==> config.mk <==
export PLATFORM = sky130hd
export DESIGN_NAME = uphy_ctrl_regs
export DESIGN_NICKNAME = d
export VERILOG_FILES = /design/src/rtl/uphy_pkg.sv /design/src/rtl/uphy_line_filter.sv /design/src/rtl/uphy_ctrl_regs.sv
export VERILOG_INCLUDE_DIRS = /design/src /design/src/rtl
export SDC_FILE = /design/constraint.sdc
export NUM_CORES = 1
export LEC_CHECK = 0
export BUFFER_PORTS_ARGS = -buffer_cell sky130_fd_sc_hd__buf_2
export CAP_MARGIN = 20
export CORE_ASPECT_RATIO = 0.7
export CORE_UTILIZATION = 45
export CTS_CLUSTER_SIZE = 30
export DETAILED_ROUTE_END_ITERATION = 8
export PLACE_DENSITY_LB_ADDON = 0.05
export SYNTH_ARGS = -nofsm -noshare
export SYNTH_HDL_FRONTEND = slang
export SYNTH_SLANG_ARGS = --single-unit
==> constraint.sdc <==
create_clock -name clock -period 6.2 [get_ports clock]
set_input_delay 1.24 -clock clock [delete_from_list [all_inputs] [get_ports clock]]
set_output_delay 1.24 -clock clock [all_outputs]
set_load 0.02 [all_outputs]
==> src/rtl/uphy_params.svh <==
// Purpose: Offsets, field positions, reset values and counts of the transceiver control register bank.
// Assumes: Byte addresses on an APB bus with 32-bit data, one aligned word per register.
// Notes: Definitions only.
`ifndef UPHY_PARAMS_SVH
`define UPHY_PARAMS_SVH

`define UPHY_OFF_EP_TAG 8'h34
`define UPHY_OFF_OTG_MASK 8'h38
`define UPHY_OFF_PWR_SIG 8'h3C
`define UPHY_OFF_CTRL 8'h40
`define UPHY_OFF_IRQ_STAT 8'h44
`define UPHY_OFF_IRQ_MASK 8'h48
`define UPHY_OFF_LINE_STAT 8'h4C

`define UPHY_WMASK_EP_TAG 32'h0000_FFFF
`define UPHY_WMASK_OTG 32'hFFFF_FFFF
`define UPHY_WMASK_PWR 32'h0000_01FF
`define UPHY_WMASK_CTRL 32'h0004_3FF0
`define UPHY_WMASK_IRQ 32'h0000_0007
`define UPHY_RST_VAL 32'h0000_0000

`define UPHY_CTRL_PD_DIS 18
`define UPHY_CTRL_SE0_FLAG 13
`define UPHY_CTRL_K_FLAG 12
`define UPHY_CTRL_FILT_MSB 11
`define UPHY_CTRL_FILT_LSB 8
`define UPHY_CTRL_SUSP_EN 7
`define UPHY_CTRL_CONF_MSB 6
`define UPHY_CTRL_CONF_LSB 4
`define UPHY_PWR_VALID 8

`define UPHY_IRQ_SE0 0
`define UPHY_IRQ_K 1
`define UPHY_IRQ_LINE 2

`define UPHY_TAG_OR 5'h10
`define UPHY_LS_SE0 2'h0
`define UPHY_LS_K 2'h2
`define UPHY_FILT_CNT_W 17

`endif

==> src/rtl/uphy_pkg.sv <==
// Purpose: Types shared by the transceiver control register bank.
// Assumes: Nothing beyond the parameter header.
// Notes: Types only; numbers live in the header.
package uphy_pkg;

  typedef enum logic [2:0] {
    ST_AWAKE = 3'b001,
    ST_SUSP = 3'b010,
    ST_WAKE = 3'b100
  } uphy_state_t;

  typedef struct packed {
    logic valid;
    logic [3:0] ep;
  } uphy_rx_ep_t;

  typedef struct packed {
    logic valid;
    logic [4:0] ep;
  } uphy_rx_tag_t;

  typedef struct packed {
    logic pulldown_disable;
    logic [2:0] transceiver_config_pins;
  } uphy_phy_ctl_t;

  typedef struct packed {
    logic valid;
    logic [7:0] data;
  } uphy_pwr_sig_t;

endpackage

==> src/rtl/uphy_line_filter.sv <==
// Purpose: Holds back a line state change until it has stood for two to the power of the filter field clocks.
// Assumes: raw is already synchronised to clock.
// Notes: A change that does not last restarts the wait, so glitches never reach filt.
`timescale 1ns/1ps
module uphy_line_filter #(
  parameter int CNT_W = 17
) (
  input wire logic clock,
  input wire logic rst,
  input wire logic [1:0] raw,
  input wire logic [3:0] log2,
  output logic [1:0] filt,
  output logic changed
);

  logic [1:0] cand_reg;
  logic [CNT_W-1:0] cnt_reg;
  logic [CNT_W-1:0] limit;

  generate
    if (CNT_W < 17) begin : g_bad_width
      $error("uphy_line_filter needs CNT_W of at least 17");
    end
  endgenerate

  // The wait is counted from the edge that first samples the new value.
  assign limit = {{(CNT_W-1){1'b0}}, 1'b1} << log2;

  always_ff @(posedge clock or posedge rst) begin
    if (rst) begin
      cand_reg <= 2'h0;
      cnt_reg <= '0;
      filt <= 2'h0;
      changed <= 1'b0;
    end else begin
      changed <= 1'b0;
      if (raw != cand_reg) begin
        cand_reg <= raw;
        cnt_reg <= {{(CNT_W-1){1'b0}}, 1'b1};
      end else if (cand_reg != filt) begin
        if (cnt_reg >= limit) begin
          filt <= cand_reg;
          changed <= 1'b1;
        end else begin
          cnt_reg <= cnt_reg + 1'b1;
        end
      end
    end
  end

endmodule

==> src/rtl/uphy_ctrl_regs.sv <==
// Purpose: Upper register bank of the USB interface manager with endpoint tagging and transceiver control.
// Assumes: APB slave with zero wait states; line state arrives from the transceiver pins, asynchronously.
// Notes: Suspend, receive endpoint and software registers all run on the one interface clock.
// Behaviour
// - Endpoints with their mask bit set appear on the receive port ORed with 0x10.
// - Control bit 18 set disables the pulldowns through the one pulldown_disable bit of phy_ctl.
// - Auto-resume from SE0 sets control bit 13 until software writes zero.
// - Auto-resume from K sets control bit 12 until software writes zero.
// - Line state changes propagate after two to the filter field clocks.
// - Bit 7 lets the suspend controller resume; otherwise software polls filtered line state.
// - Control bits 6 to 4 drive the three transceiver configuration pins.
`timescale 1ns/1ps
`include "uphy_params.svh"
module uphy_ctrl_regs #(
  parameter int NUM_EP = 16
) (
  input wire logic clock,
  input wire logic rst,
  input wire logic psel,
  input wire logic penable,
  input wire logic pwrite,
  input wire logic [7:0] paddr,
  input wire logic [31:0] pwdata,
  input wire logic [3:0] pstrb,
  output logic [31:0] prdata,
  output logic pready,
  output logic pslverr,
  input wire logic [1:0] linestate,
  input wire logic suspend_req,
  input wire uphy_pkg::uphy_rx_ep_t rx_in,
  output uphy_pkg::uphy_rx_tag_t rx_out,
  output uphy_pkg::uphy_phy_ctl_t phy_ctl,
  output uphy_pkg::uphy_pwr_sig_t pwr_sig,
  output logic [31:0] otg_flag_mask,
  output logic resume_wake,
  output logic irq
);
  import uphy_pkg::*;

  generate
    if (NUM_EP != 16) begin : g_bad_ep
      $error("uphy_ctrl_regs serves exactly 16 endpoints");
    end
  endgenerate

  ////////////////////////////////////////////////////////////////////////////////
  // Bus decode.

  logic [31:0] ep_tag_reg;
  logic [31:0] otg_reg;
  logic [31:0] pwr_reg;
  logic [31:0] ctrl_reg;
  logic [31:0] ctrl_next;
  logic [31:0] irq_stat_reg;
  logic [31:0] irq_stat_next;
  logic [31:0] irq_mask_reg;
  logic [31:0] line_stat;
  logic [31:0] rd_mux;
  logic [31:0] wr_bytes;
  logic [1:0] ls_meta_reg;
  logic [1:0] ls_sync_reg;
  logic [1:0] ls_filt;
  logic ls_changed;
  logic set_se0;
  logic set_k;
  uphy_state_t state_reg;
  uphy_state_t state_next;

  wire hit_ep = paddr == `UPHY_OFF_EP_TAG;
  wire hit_otg = paddr == `UPHY_OFF_OTG_MASK;
  wire hit_pwr = paddr == `UPHY_OFF_PWR_SIG;
  wire hit_ctrl = paddr == `UPHY_OFF_CTRL;
  wire hit_stat = paddr == `UPHY_OFF_IRQ_STAT;
  wire hit_mask = paddr == `UPHY_OFF_IRQ_MASK;
  wire hit_line = paddr == `UPHY_OFF_LINE_STAT;
  wire hit_any = hit_ep | hit_otg | hit_pwr | hit_ctrl | hit_stat | hit_mask | hit_line;
  wire setup = psel & ~penable;
  wire access = psel & penable;
  wire wr = access & pwrite & hit_any;
  wire wr_ep = wr & hit_ep;
  wire wr_otg = wr & hit_otg;
  wire wr_pwr = wr & hit_pwr;
  wire wr_ctrl = wr & hit_ctrl;
  wire wr_stat = wr & hit_stat;
  wire wr_mask = wr & hit_mask;

  // Zero wait states: every access phase completes in its first cycle.
  assign pready = 1'b1;
  assign pslverr = access & ~hit_any;

  // Byte strobes widen to a bit mask so partial writes touch only their lanes.
  assign wr_bytes = {{8{pstrb[3]}}, {8{pstrb[2]}}, {8{pstrb[1]}}, {8{pstrb[0]}}};

  assign line_stat = {28'h0, state_reg == ST_SUSP, 1'b0, ls_filt};

  assign rd_mux = hit_ep ? ep_tag_reg :
                  hit_otg ? otg_reg :
                  hit_pwr ? pwr_reg :
                  hit_ctrl ? ctrl_reg :
                  hit_stat ? irq_stat_reg :
                  hit_mask ? irq_mask_reg :
                  hit_line ? line_stat : 32'h0000_0000;

  // Read data is latched in the setup cycle and stands during the access cycle.
  always_ff @(posedge clock or posedge rst) begin
    if (rst) begin
      prdata <= `UPHY_RST_VAL;
    end else if (setup) begin
      prdata <= pwrite ? 32'h0000_0000 : rd_mux;
    end
  end

  ////////////////////////////////////////////////////////////////////////////////
  // Plain read/write registers.

  function automatic logic [31:0] merge(input logic [31:0] old, input logic [31:0] wmask);
    merge = (old & ~(wmask & wr_bytes)) | (pwdata & wmask & wr_bytes);
  endfunction

  always_ff @(posedge clock or posedge rst) begin
    if (rst) begin
      ep_tag_reg <= `UPHY_RST_VAL;
      otg_reg <= `UPHY_RST_VAL;
      pwr_reg <= `UPHY_RST_VAL;
      irq_mask_reg <= `UPHY_RST_VAL;
    end else begin
      if (wr_ep) ep_tag_reg <= merge(ep_tag_reg, `UPHY_WMASK_EP_TAG);
      if (wr_otg) otg_reg <= merge(otg_reg, `UPHY_WMASK_OTG);
      if (wr_pwr) pwr_reg <= merge(pwr_reg, `UPHY_WMASK_PWR);
      if (wr_mask) irq_mask_reg <= merge(irq_mask_reg, `UPHY_WMASK_IRQ);
    end
  end

  assign otg_flag_mask = otg_reg;
  assign pwr_sig = '{valid: pwr_reg[`UPHY_PWR_VALID], data: pwr_reg[7:0]};

  ////////////////////////////////////////////////////////////////////////////////
  // Transceiver control with hardware-set resume cause flags.

  // A write of zero clears a cause flag; the hardware set wins if both land together.
  always_comb begin
    ctrl_next = wr_ctrl ? merge(ctrl_reg, `UPHY_WMASK_CTRL) : ctrl_reg;
    if (wr_ctrl & ~pstrb[1]) begin
      ctrl_next[`UPHY_CTRL_SE0_FLAG] = ctrl_reg[`UPHY_CTRL_SE0_FLAG];
      ctrl_next[`UPHY_CTRL_K_FLAG] = ctrl_reg[`UPHY_CTRL_K_FLAG];
    end else if (wr_ctrl) begin
      ctrl_next[`UPHY_CTRL_SE0_FLAG] = ctrl_reg[`UPHY_CTRL_SE0_FLAG] & pwdata[`UPHY_CTRL_SE0_FLAG];
      ctrl_next[`UPHY_CTRL_K_FLAG] = ctrl_reg[`UPHY_CTRL_K_FLAG] & pwdata[`UPHY_CTRL_K_FLAG];
    end
    if (set_se0) ctrl_next[`UPHY_CTRL_SE0_FLAG] = 1'b1;
    if (set_k) ctrl_next[`UPHY_CTRL_K_FLAG] = 1'b1;
  end

  always_ff @(posedge clock or posedge rst) begin
    if (rst) begin
      ctrl_reg <= `UPHY_RST_VAL;
    end else begin
      ctrl_reg <= ctrl_next;
    end
  end

  always_ff @(posedge clock or posedge rst) begin
    if (rst) begin
      phy_ctl <= '0;
    end else begin
      phy_ctl.pulldown_disable <= ctrl_next[`UPHY_CTRL_PD_DIS];
      phy_ctl.transceiver_config_pins <= ctrl_next[`UPHY_CTRL_CONF_MSB:`UPHY_CTRL_CONF_LSB];
    end
  end

  ////////////////////////////////////////////////////////////////////////////////
  // Line state synchroniser, filter and suspend controller.

  always_ff @(posedge clock or posedge rst) begin
    if (rst) begin
      ls_meta_reg <= 2'h0;
      ls_sync_reg <= 2'h0;
    end else begin
      ls_meta_reg <= linestate;
      ls_sync_reg <= ls_meta_reg;
    end
  end

  uphy_line_filter #(
    .CNT_W(`UPHY_FILT_CNT_W)
  ) u_filter (
    .clock(clock),
    .rst(rst),
    .raw(ls_sync_reg),
    .log2(ctrl_reg[`UPHY_CTRL_FILT_MSB:`UPHY_CTRL_FILT_LSB]),
    .filt(ls_filt),
    .changed(ls_changed)
  );

  wire susp_en = ctrl_reg[`UPHY_CTRL_SUSP_EN];
  wire ls_is_se0 = ls_filt == `UPHY_LS_SE0;
  wire ls_is_k = ls_filt == `UPHY_LS_K;
  assign set_se0 = (state_reg == ST_SUSP) & susp_en & ls_is_se0;
  assign set_k = (state_reg == ST_SUSP) & susp_en & ls_is_k;

  // Without the enable the controller never holds suspend; software watches the line itself.
  always_comb begin
    case (state_reg)
      ST_AWAKE: state_next = (susp_en & suspend_req & ~ls_is_se0 & ~ls_is_k) ? ST_SUSP : ST_AWAKE;
      ST_SUSP: begin
        if (~susp_en) begin
          state_next = ST_AWAKE;
        end else if (set_se0 | set_k) begin
          state_next = ST_WAKE;
        end else begin
          state_next = ST_SUSP;
        end
      end
      ST_WAKE: state_next = ST_AWAKE;
      default: state_next = ST_AWAKE;
    endcase
  end

  always_ff @(posedge clock or posedge rst) begin
    if (rst) begin
      state_reg <= ST_AWAKE;
      resume_wake <= 1'b0;
    end else begin
      state_reg <= state_next;
      resume_wake <= state_next == ST_WAKE;
    end
  end

  ////////////////////////////////////////////////////////////////////////////////
  // Receive endpoint tagging.

  wire ep_marked = ep_tag_reg[rx_in.ep];

  always_ff @(posedge clock or posedge rst) begin
    if (rst) begin
      rx_out <= '0;
    end else begin
      rx_out.valid <= rx_in.valid;
      if (rx_in.valid) begin
        rx_out.ep <= {1'b0, rx_in.ep} | (ep_marked ? `UPHY_TAG_OR : 5'h00);
      end
    end
  end

  ////////////////////////////////////////////////////////////////////////////////
  // Interrupts: sticky causes, cleared by writing one, set wins.

  wire [31:0] irq_set = {29'h0, ls_changed, set_k, set_se0};

  always_comb begin
    irq_stat_next = irq_stat_reg;
    if (wr_stat) irq_stat_next = irq_stat_reg & ~(pwdata & wr_bytes & `UPHY_WMASK_IRQ);
    irq_stat_next = irq_stat_next | irq_set;
  end

  always_ff @(posedge clock or posedge rst) begin
    if (rst) begin
      irq_stat_reg <= `UPHY_RST_VAL;
      irq <= 1'b0;
    end else begin
      irq_stat_reg <= irq_stat_next;
      irq <= |(irq_stat_next & irq_mask_reg);
    end
  end
endmodule

Word-level counts from Yosys, hierarchy flattened

Cells that the tools add are included.

Flip-flop bits (word level): 265
Input bits: 57

Add/subtract/negate cells: 1
Order comparisons: 2
Equality and inequality tests: 16
Shift operators: 1
Multiplexer cells: 27
Bitwise gates (word level): 58
Reduce and logical (&&, ||, !) cells: 9

Operators with widths:

| operator                                             | number |
|---|---|
| AND 32 bit                                           | 8 |
| 2-to-1 mux 32 bit                                    | 8 |
| OR 32 bit                                            | 5 |
| NOT 3 -> 32 bit                                      | 2 |
| 2-to-1 mux 17 bit                                    | 3 |
| AND 16 x 32 -> 32 bit                                | 1 |
| AND 19 x 32 -> 32 bit                                | 1 |
| AND 3 x 32 -> 32 bit                                 | 1 |
| AND 9 x 32 -> 32 bit                                 | 1 |
| equality test 8 x 7 -> 1 bit (second input constant) | 4 |
| NOT 16 -> 32 bit                                     | 1 |
| NOT 19 -> 32 bit                                     | 1 |
| NOT 32 bit                                           | 1 |
| NOT 9 -> 32 bit                                      | 1 |
| OR 32 x 3 -> 32 bit                                  | 1 |
| OR reduction 32 bit                                  | 1 |
| equality test 8 x 6 -> 1 bit (second input constant) | 3 |
| AND 1 bit                                            | 20 |
| 2-to-1 mux 19 bit                                    | 1 |
| adder 17 x 1 -> 17 bit (second input constant)       | 1 |
| >= comparator 17 bit                                 | 1 |
| << shifter 1 x 4 -> 17 bit (first input constant)    | 1 |
| OR 1 bit                                             | 7 |
| < comparator 4 x 6 -> 1 bit (second input constant)  | 1 |
| other kinds (20)                                     | 39 |

Depth between registers and ports, before layout

Word-level depth: 13
Mapped depth: 12

Modules after synthesis

Synthesis repeated with hierarchy kept, for this count alone.

Cell total of the unflattened synthesis: 590
Area, all modules: 6970.4 um^2

Modules (own cells, without submodules):

| module           | instances | cells an instance | area an instance (um^2) | seq. area each (um^2) |
|---|---|---|---|---|
| uphy_ctrl_regs   | 1         | 405               | 5335.1                  | 3029.2 |
| uphy_line_filter | 1         | 185               | 1635.3                  | 550.5 |

Worst setup path after synthesis

No wires, ideal clock.

Kind: input to output
Start point: in paddr[2]
End point: out pslverr
Arrival time: 1.941 ns
Data required time: 4.960 ns
Path slack: 3.019 ns
Stages on the path: 5
Cells stage by stage: buf_2 -> nor2_1 -> nor3_1 -> o21ai_0 -> and3_1

Cells in the longest elaborated chain, start to end: 9
Elaborated cells on any way between the ends: 15
Classes of those cells: 7 x eq/ne; 8 x bitwise

Ends and longest elaborated chain:

| item                                   | line                 | source |
|---|---|---|
| start: declaration                     | uphy_ctrl_regs.sv:22 | `input wire logic [7:0] paddr,` |
| equality test 8 x 6 -> 1 bit (no line) | n/a                  |  |
| OR 1 bit (5 in series)                 | uphy_ctrl_regs.sv:76 | `wire hit_any = hit_ep \| hit_otg \| hit_pwr \| hit_ctrl \| hit_stat \| hit_mask \| hit_line;` |
| OR 1 bit *                             | uphy_ctrl_regs.sv:76 |  |
| NOT 1 bit *                            | uphy_ctrl_regs.sv:89 | `assign pslverr = access & ~hit_any;` |
| AND 1 bit *                            | uphy_ctrl_regs.sv:89 |  |
| end: declaration                       | uphy_ctrl_regs.sv:27 | `output logic pslverr,` |

Mark *: on every way between the ends. The rest lies on a longest branch, timed or not.

==> summary.md <==
| Metric | Value |
|---|---|
| Sw Ratio | 23.4% |
| Final wirelength | ~17,000 µm |
| First-pass GRT wire length | approximately 28,000 µm |
| Area grow syn2layout | 20.9% |
| Port Buffer Count | 142 |
| Core area | 14,700 µm² |
| GPL Wtd Cong | 0.844 |
| Least-Margin Pin Slew | 0.948 ns |
| Worst Path Required | between 6 and 7 ns |
| Drt drc | 0 |
| Fillers | 1,292 |
| CP max stage delay | 0.74 ns |
| Yosys warning count | 0 |
| Buf/Inv on CP | 0 |
| Bufs on Longest Clock Path | 2 |
| Die W | about 150 µm |
| Combinational Power Share | 5.4% |
| Setup TNS | 0 ns |
| First DRT Iteration DRCs | roughly 490 |
| Most used cell, CP | o21ai_0 |
| Initial antenna violation count | 0 |
| Top-count cell post-synth | dfrtp_1 |
| Reg-to-reg slack, setup | about 2.7 ns |
| Yosys top cell by area | dfrtp_1 |
| Inserted Diodes | 0 |
| Worst VDD drop | 0.206 mV |
| Pins Over Slew Limit | 0 |
| Synth top cells by count | dfrtp_1, mux2_2, nand2_1 |
| Pint | 1610 µW |
| Leak | 0.00415 µW |
| Slew HR | between 30% and 40% |
| Crit start category | register |
| Sequential share of power | 45.4% |
| Row count | 37 |
| Max Freq | 287 MHz |
| Layout Cells excl Fill | 908 |
| Worst hold stages | 0 |
| Routed vias | 5,092 |
| Placed Instances | ~880 |
| Final Hold Viols | 0 |
| All-layer global routing usage | about a quarter |
| Setup Fix Bufs, Post-CTS | 0 |
| Register bit total from synthesis | 143 |
| MaxCap Viol Count | 0 |
| Top cell family by delay on the critical path | compound AO/OA/AOI/OAI gates |
| CP Max Fanout | 28 |
| Io pins | 144 |
| RR Endpoint | u_filter.filt[1]$_DFFE_PP0P_ |
| Htree depth | 4 |
| Crit end category | register |
| Ys async rst share | 100% |
| Hold wc startpoint | ls_meta_reg[0]$_DFF_PP0_ |
| Nets | 774 |
| Status | finished clean |
| Final critical-path required period | 3.49 ns |
| Crit path DAT | about 3.8 ns |
| Psw | 492 µW |
| Final core occ | 55.7% |
| Post-Synthesis Cells | 567 |
| CTS clock-pin slew for the worst setup and hold paths | ~0.06 ns |
| Cell Chain, Critical Path | nor2b_1 -> nand2_1 -> ha_1 -> and3_1 -> o21ai_0 -> a211oi_1 -> o21a_1 -> o21ai_0 -> mux2_2 |
| Top FF cell, synth | dfrtp_1 |
| DR WL/cell | 19.2 µm |
| Reg2Reg Depth | 9 |
| Slowest cell on crit path | o21a_1 |
| Type of the worst min-delay path | reg2reg |
| Vias in the first global route | 5,099 |
| CTS tree | yes |
| Share of post-route cells with drive strength above 1 | 38.7% |
| Via-to-Cell Ratio | roughly 5.6 |
| Largest net degree at the start of global routing | 102 |
| Synthesized area | 6790 µm² |
| Hold EP | ls_sync_reg[0]$_DFF_PP0_ |
| DRT antenna net count | 0 |
| Mapped Nets | 641 |
| Distinct cells, synth | 59 |
| Post-CTS sizing | 0 |
| Post-synth EDFFs | 0 |
| Hold-fix buffers at CTS | 0 |
| Power Dens Cells | 256 nW/µm² |
| Skew final | 0.00582 ns |
| Global route overflow | 0 |
| Seq/Total Area, Yosys | ~53% |
| TritonCTS Buffers | 17 |
| Clk_lat worst skew | 0.42 ns |
| CTS Sinks | 143 |
| Area fraction of the dominant cell type after synthesis | 52.4% |
| Tcrit/Tclk final | 56.2% |
| Setup violations, final | 0 |
| Post-DP HPWL | 12,500 µm |
| CTS root buffer | clkbuf_16 |
| Die area | around 16,000 µm² |
| CP Class | reg2reg |
| Starting Density | 46.1% |
| Synth Area per Inst | 12.0 µm² |
| Ranking of synthesized cells by area | dfrtp_1, mux2_2, a22o_1 |
| TritonRoute pass-1 iters | 5 |
| Die Ht | 105 µm |
| Power share of the clock group | between 40% and 50% |
| RSZ-0062 raised after global routing | false |
==> worst max-delay path by stage <==
stage	slack [ns]	to	from	cells past startpoint
floorplan	1.12	async pin	rst	1
global placement	2.52	prdata[21]$_DFFE_PP0P_	paddr[1]	6
detailed placement	2.46	prdata[30]$_DFFE_PP0P_	paddr[1]	6
CTS	2.75	u_filter.filt[1]$_DFFE_PP0P_	register	9
global route	2.45	u_filter.filt[0]$_DFFE_PP0P_	register	9
finish	2.71	u_filter.filt[1]$_DFFE_PP0P_	register	9
==> power groups by stage <==
stage | clock (µW) | combinational (µW) | sequential (µW)
after floorplan | 0 | 66.1 | 972
after global placement | 0 | 114 | 970
after CTS | 1050 | 117 | 953
after detailed placement | 0 | 116 | 970
final | 1030 | 114 | 953
after global routing | 1100 | 128 | 955
==> cell usage in the layout, fill, tap and decap left out, drive strengths merged, types with 4 or more instances in the layout <==
master / Yosys / final
buf: 19 / 146
dfrtp: 142 / 142
mux2: 78 / 78
nand2: 49 / 49
a22o: 26 / 26
nand3: 26 / 26
nor2: 24 / 24
a22oi: 22 / 22
clkbuf: 13 / 20
a21oi: 19 / 19
ha: 17 / 17
o31ai: 14 / 14
or4: 12 / 12
o21ai: 10 / 10
nand4: 9 / 9
nor3: 9 / 9
nor2b: 8 / 8
nand2b: 8 / 8
inv: 6 / 8
and3: 6 / 6
o41ai: 5 / 5
mux4: 5 / 5
clkinv: 0 / 5
a21o: 4 / 4
==> logic make-up (layout without fill, tap and decap cells) <==
logic type      count (synthesis)  after routing  synth area share (%)
buf+inv                        38            184                  2.88
simple gates                  165            165                  13.6
compound gates                116            116                  12.5
mux                            83             83                  14.6
other cells                     1              1                0.0552
fa+ha+maj                      17             17                  3.13
xor+xnor                        4              4                 0.516
flops                         143            143                  52.7
==> metal layers <==
metal  global-route usage [%]  up-vias  part of all wire, %
met1                     36.6     2549                   52
met3                     6.38       12                  5.5
met5                        0        -                    0
met2                     32.3      135                   42
met4                     7.07        0                 0.72
li1                         -     2396                    -
==> metrics by stage <==
step	hold slack [ns]	setup slack, ns	total power [µW]	instance area, µm²
finish	0.347	2.71	2100	8210
CTS	0.351	2.75	2120	8210
floorplan	0.331	1.12	1040	6790
global route	0.371	2.45	2180	8210
detailed placement	0.336	2.46	1090	7610
global placement	0.332	2.52	1080	7610
==> layout make-up <==
cell class / count / area (µm²) / area share, %
clock buffers: 20 / 467 / 5.69
clock inverters: 12 / 133 / 1.62
inverters: 6 / 27.5 / 0.335
multi-input cells: 386 / 3020 / 36.7
flip-flops and latches: 143 / 3580 / 43.6
well taps: 195 / 244 / 2.97
repair buffers: 146 / 741 / 9.03
(Power assumes the default switching activity.)
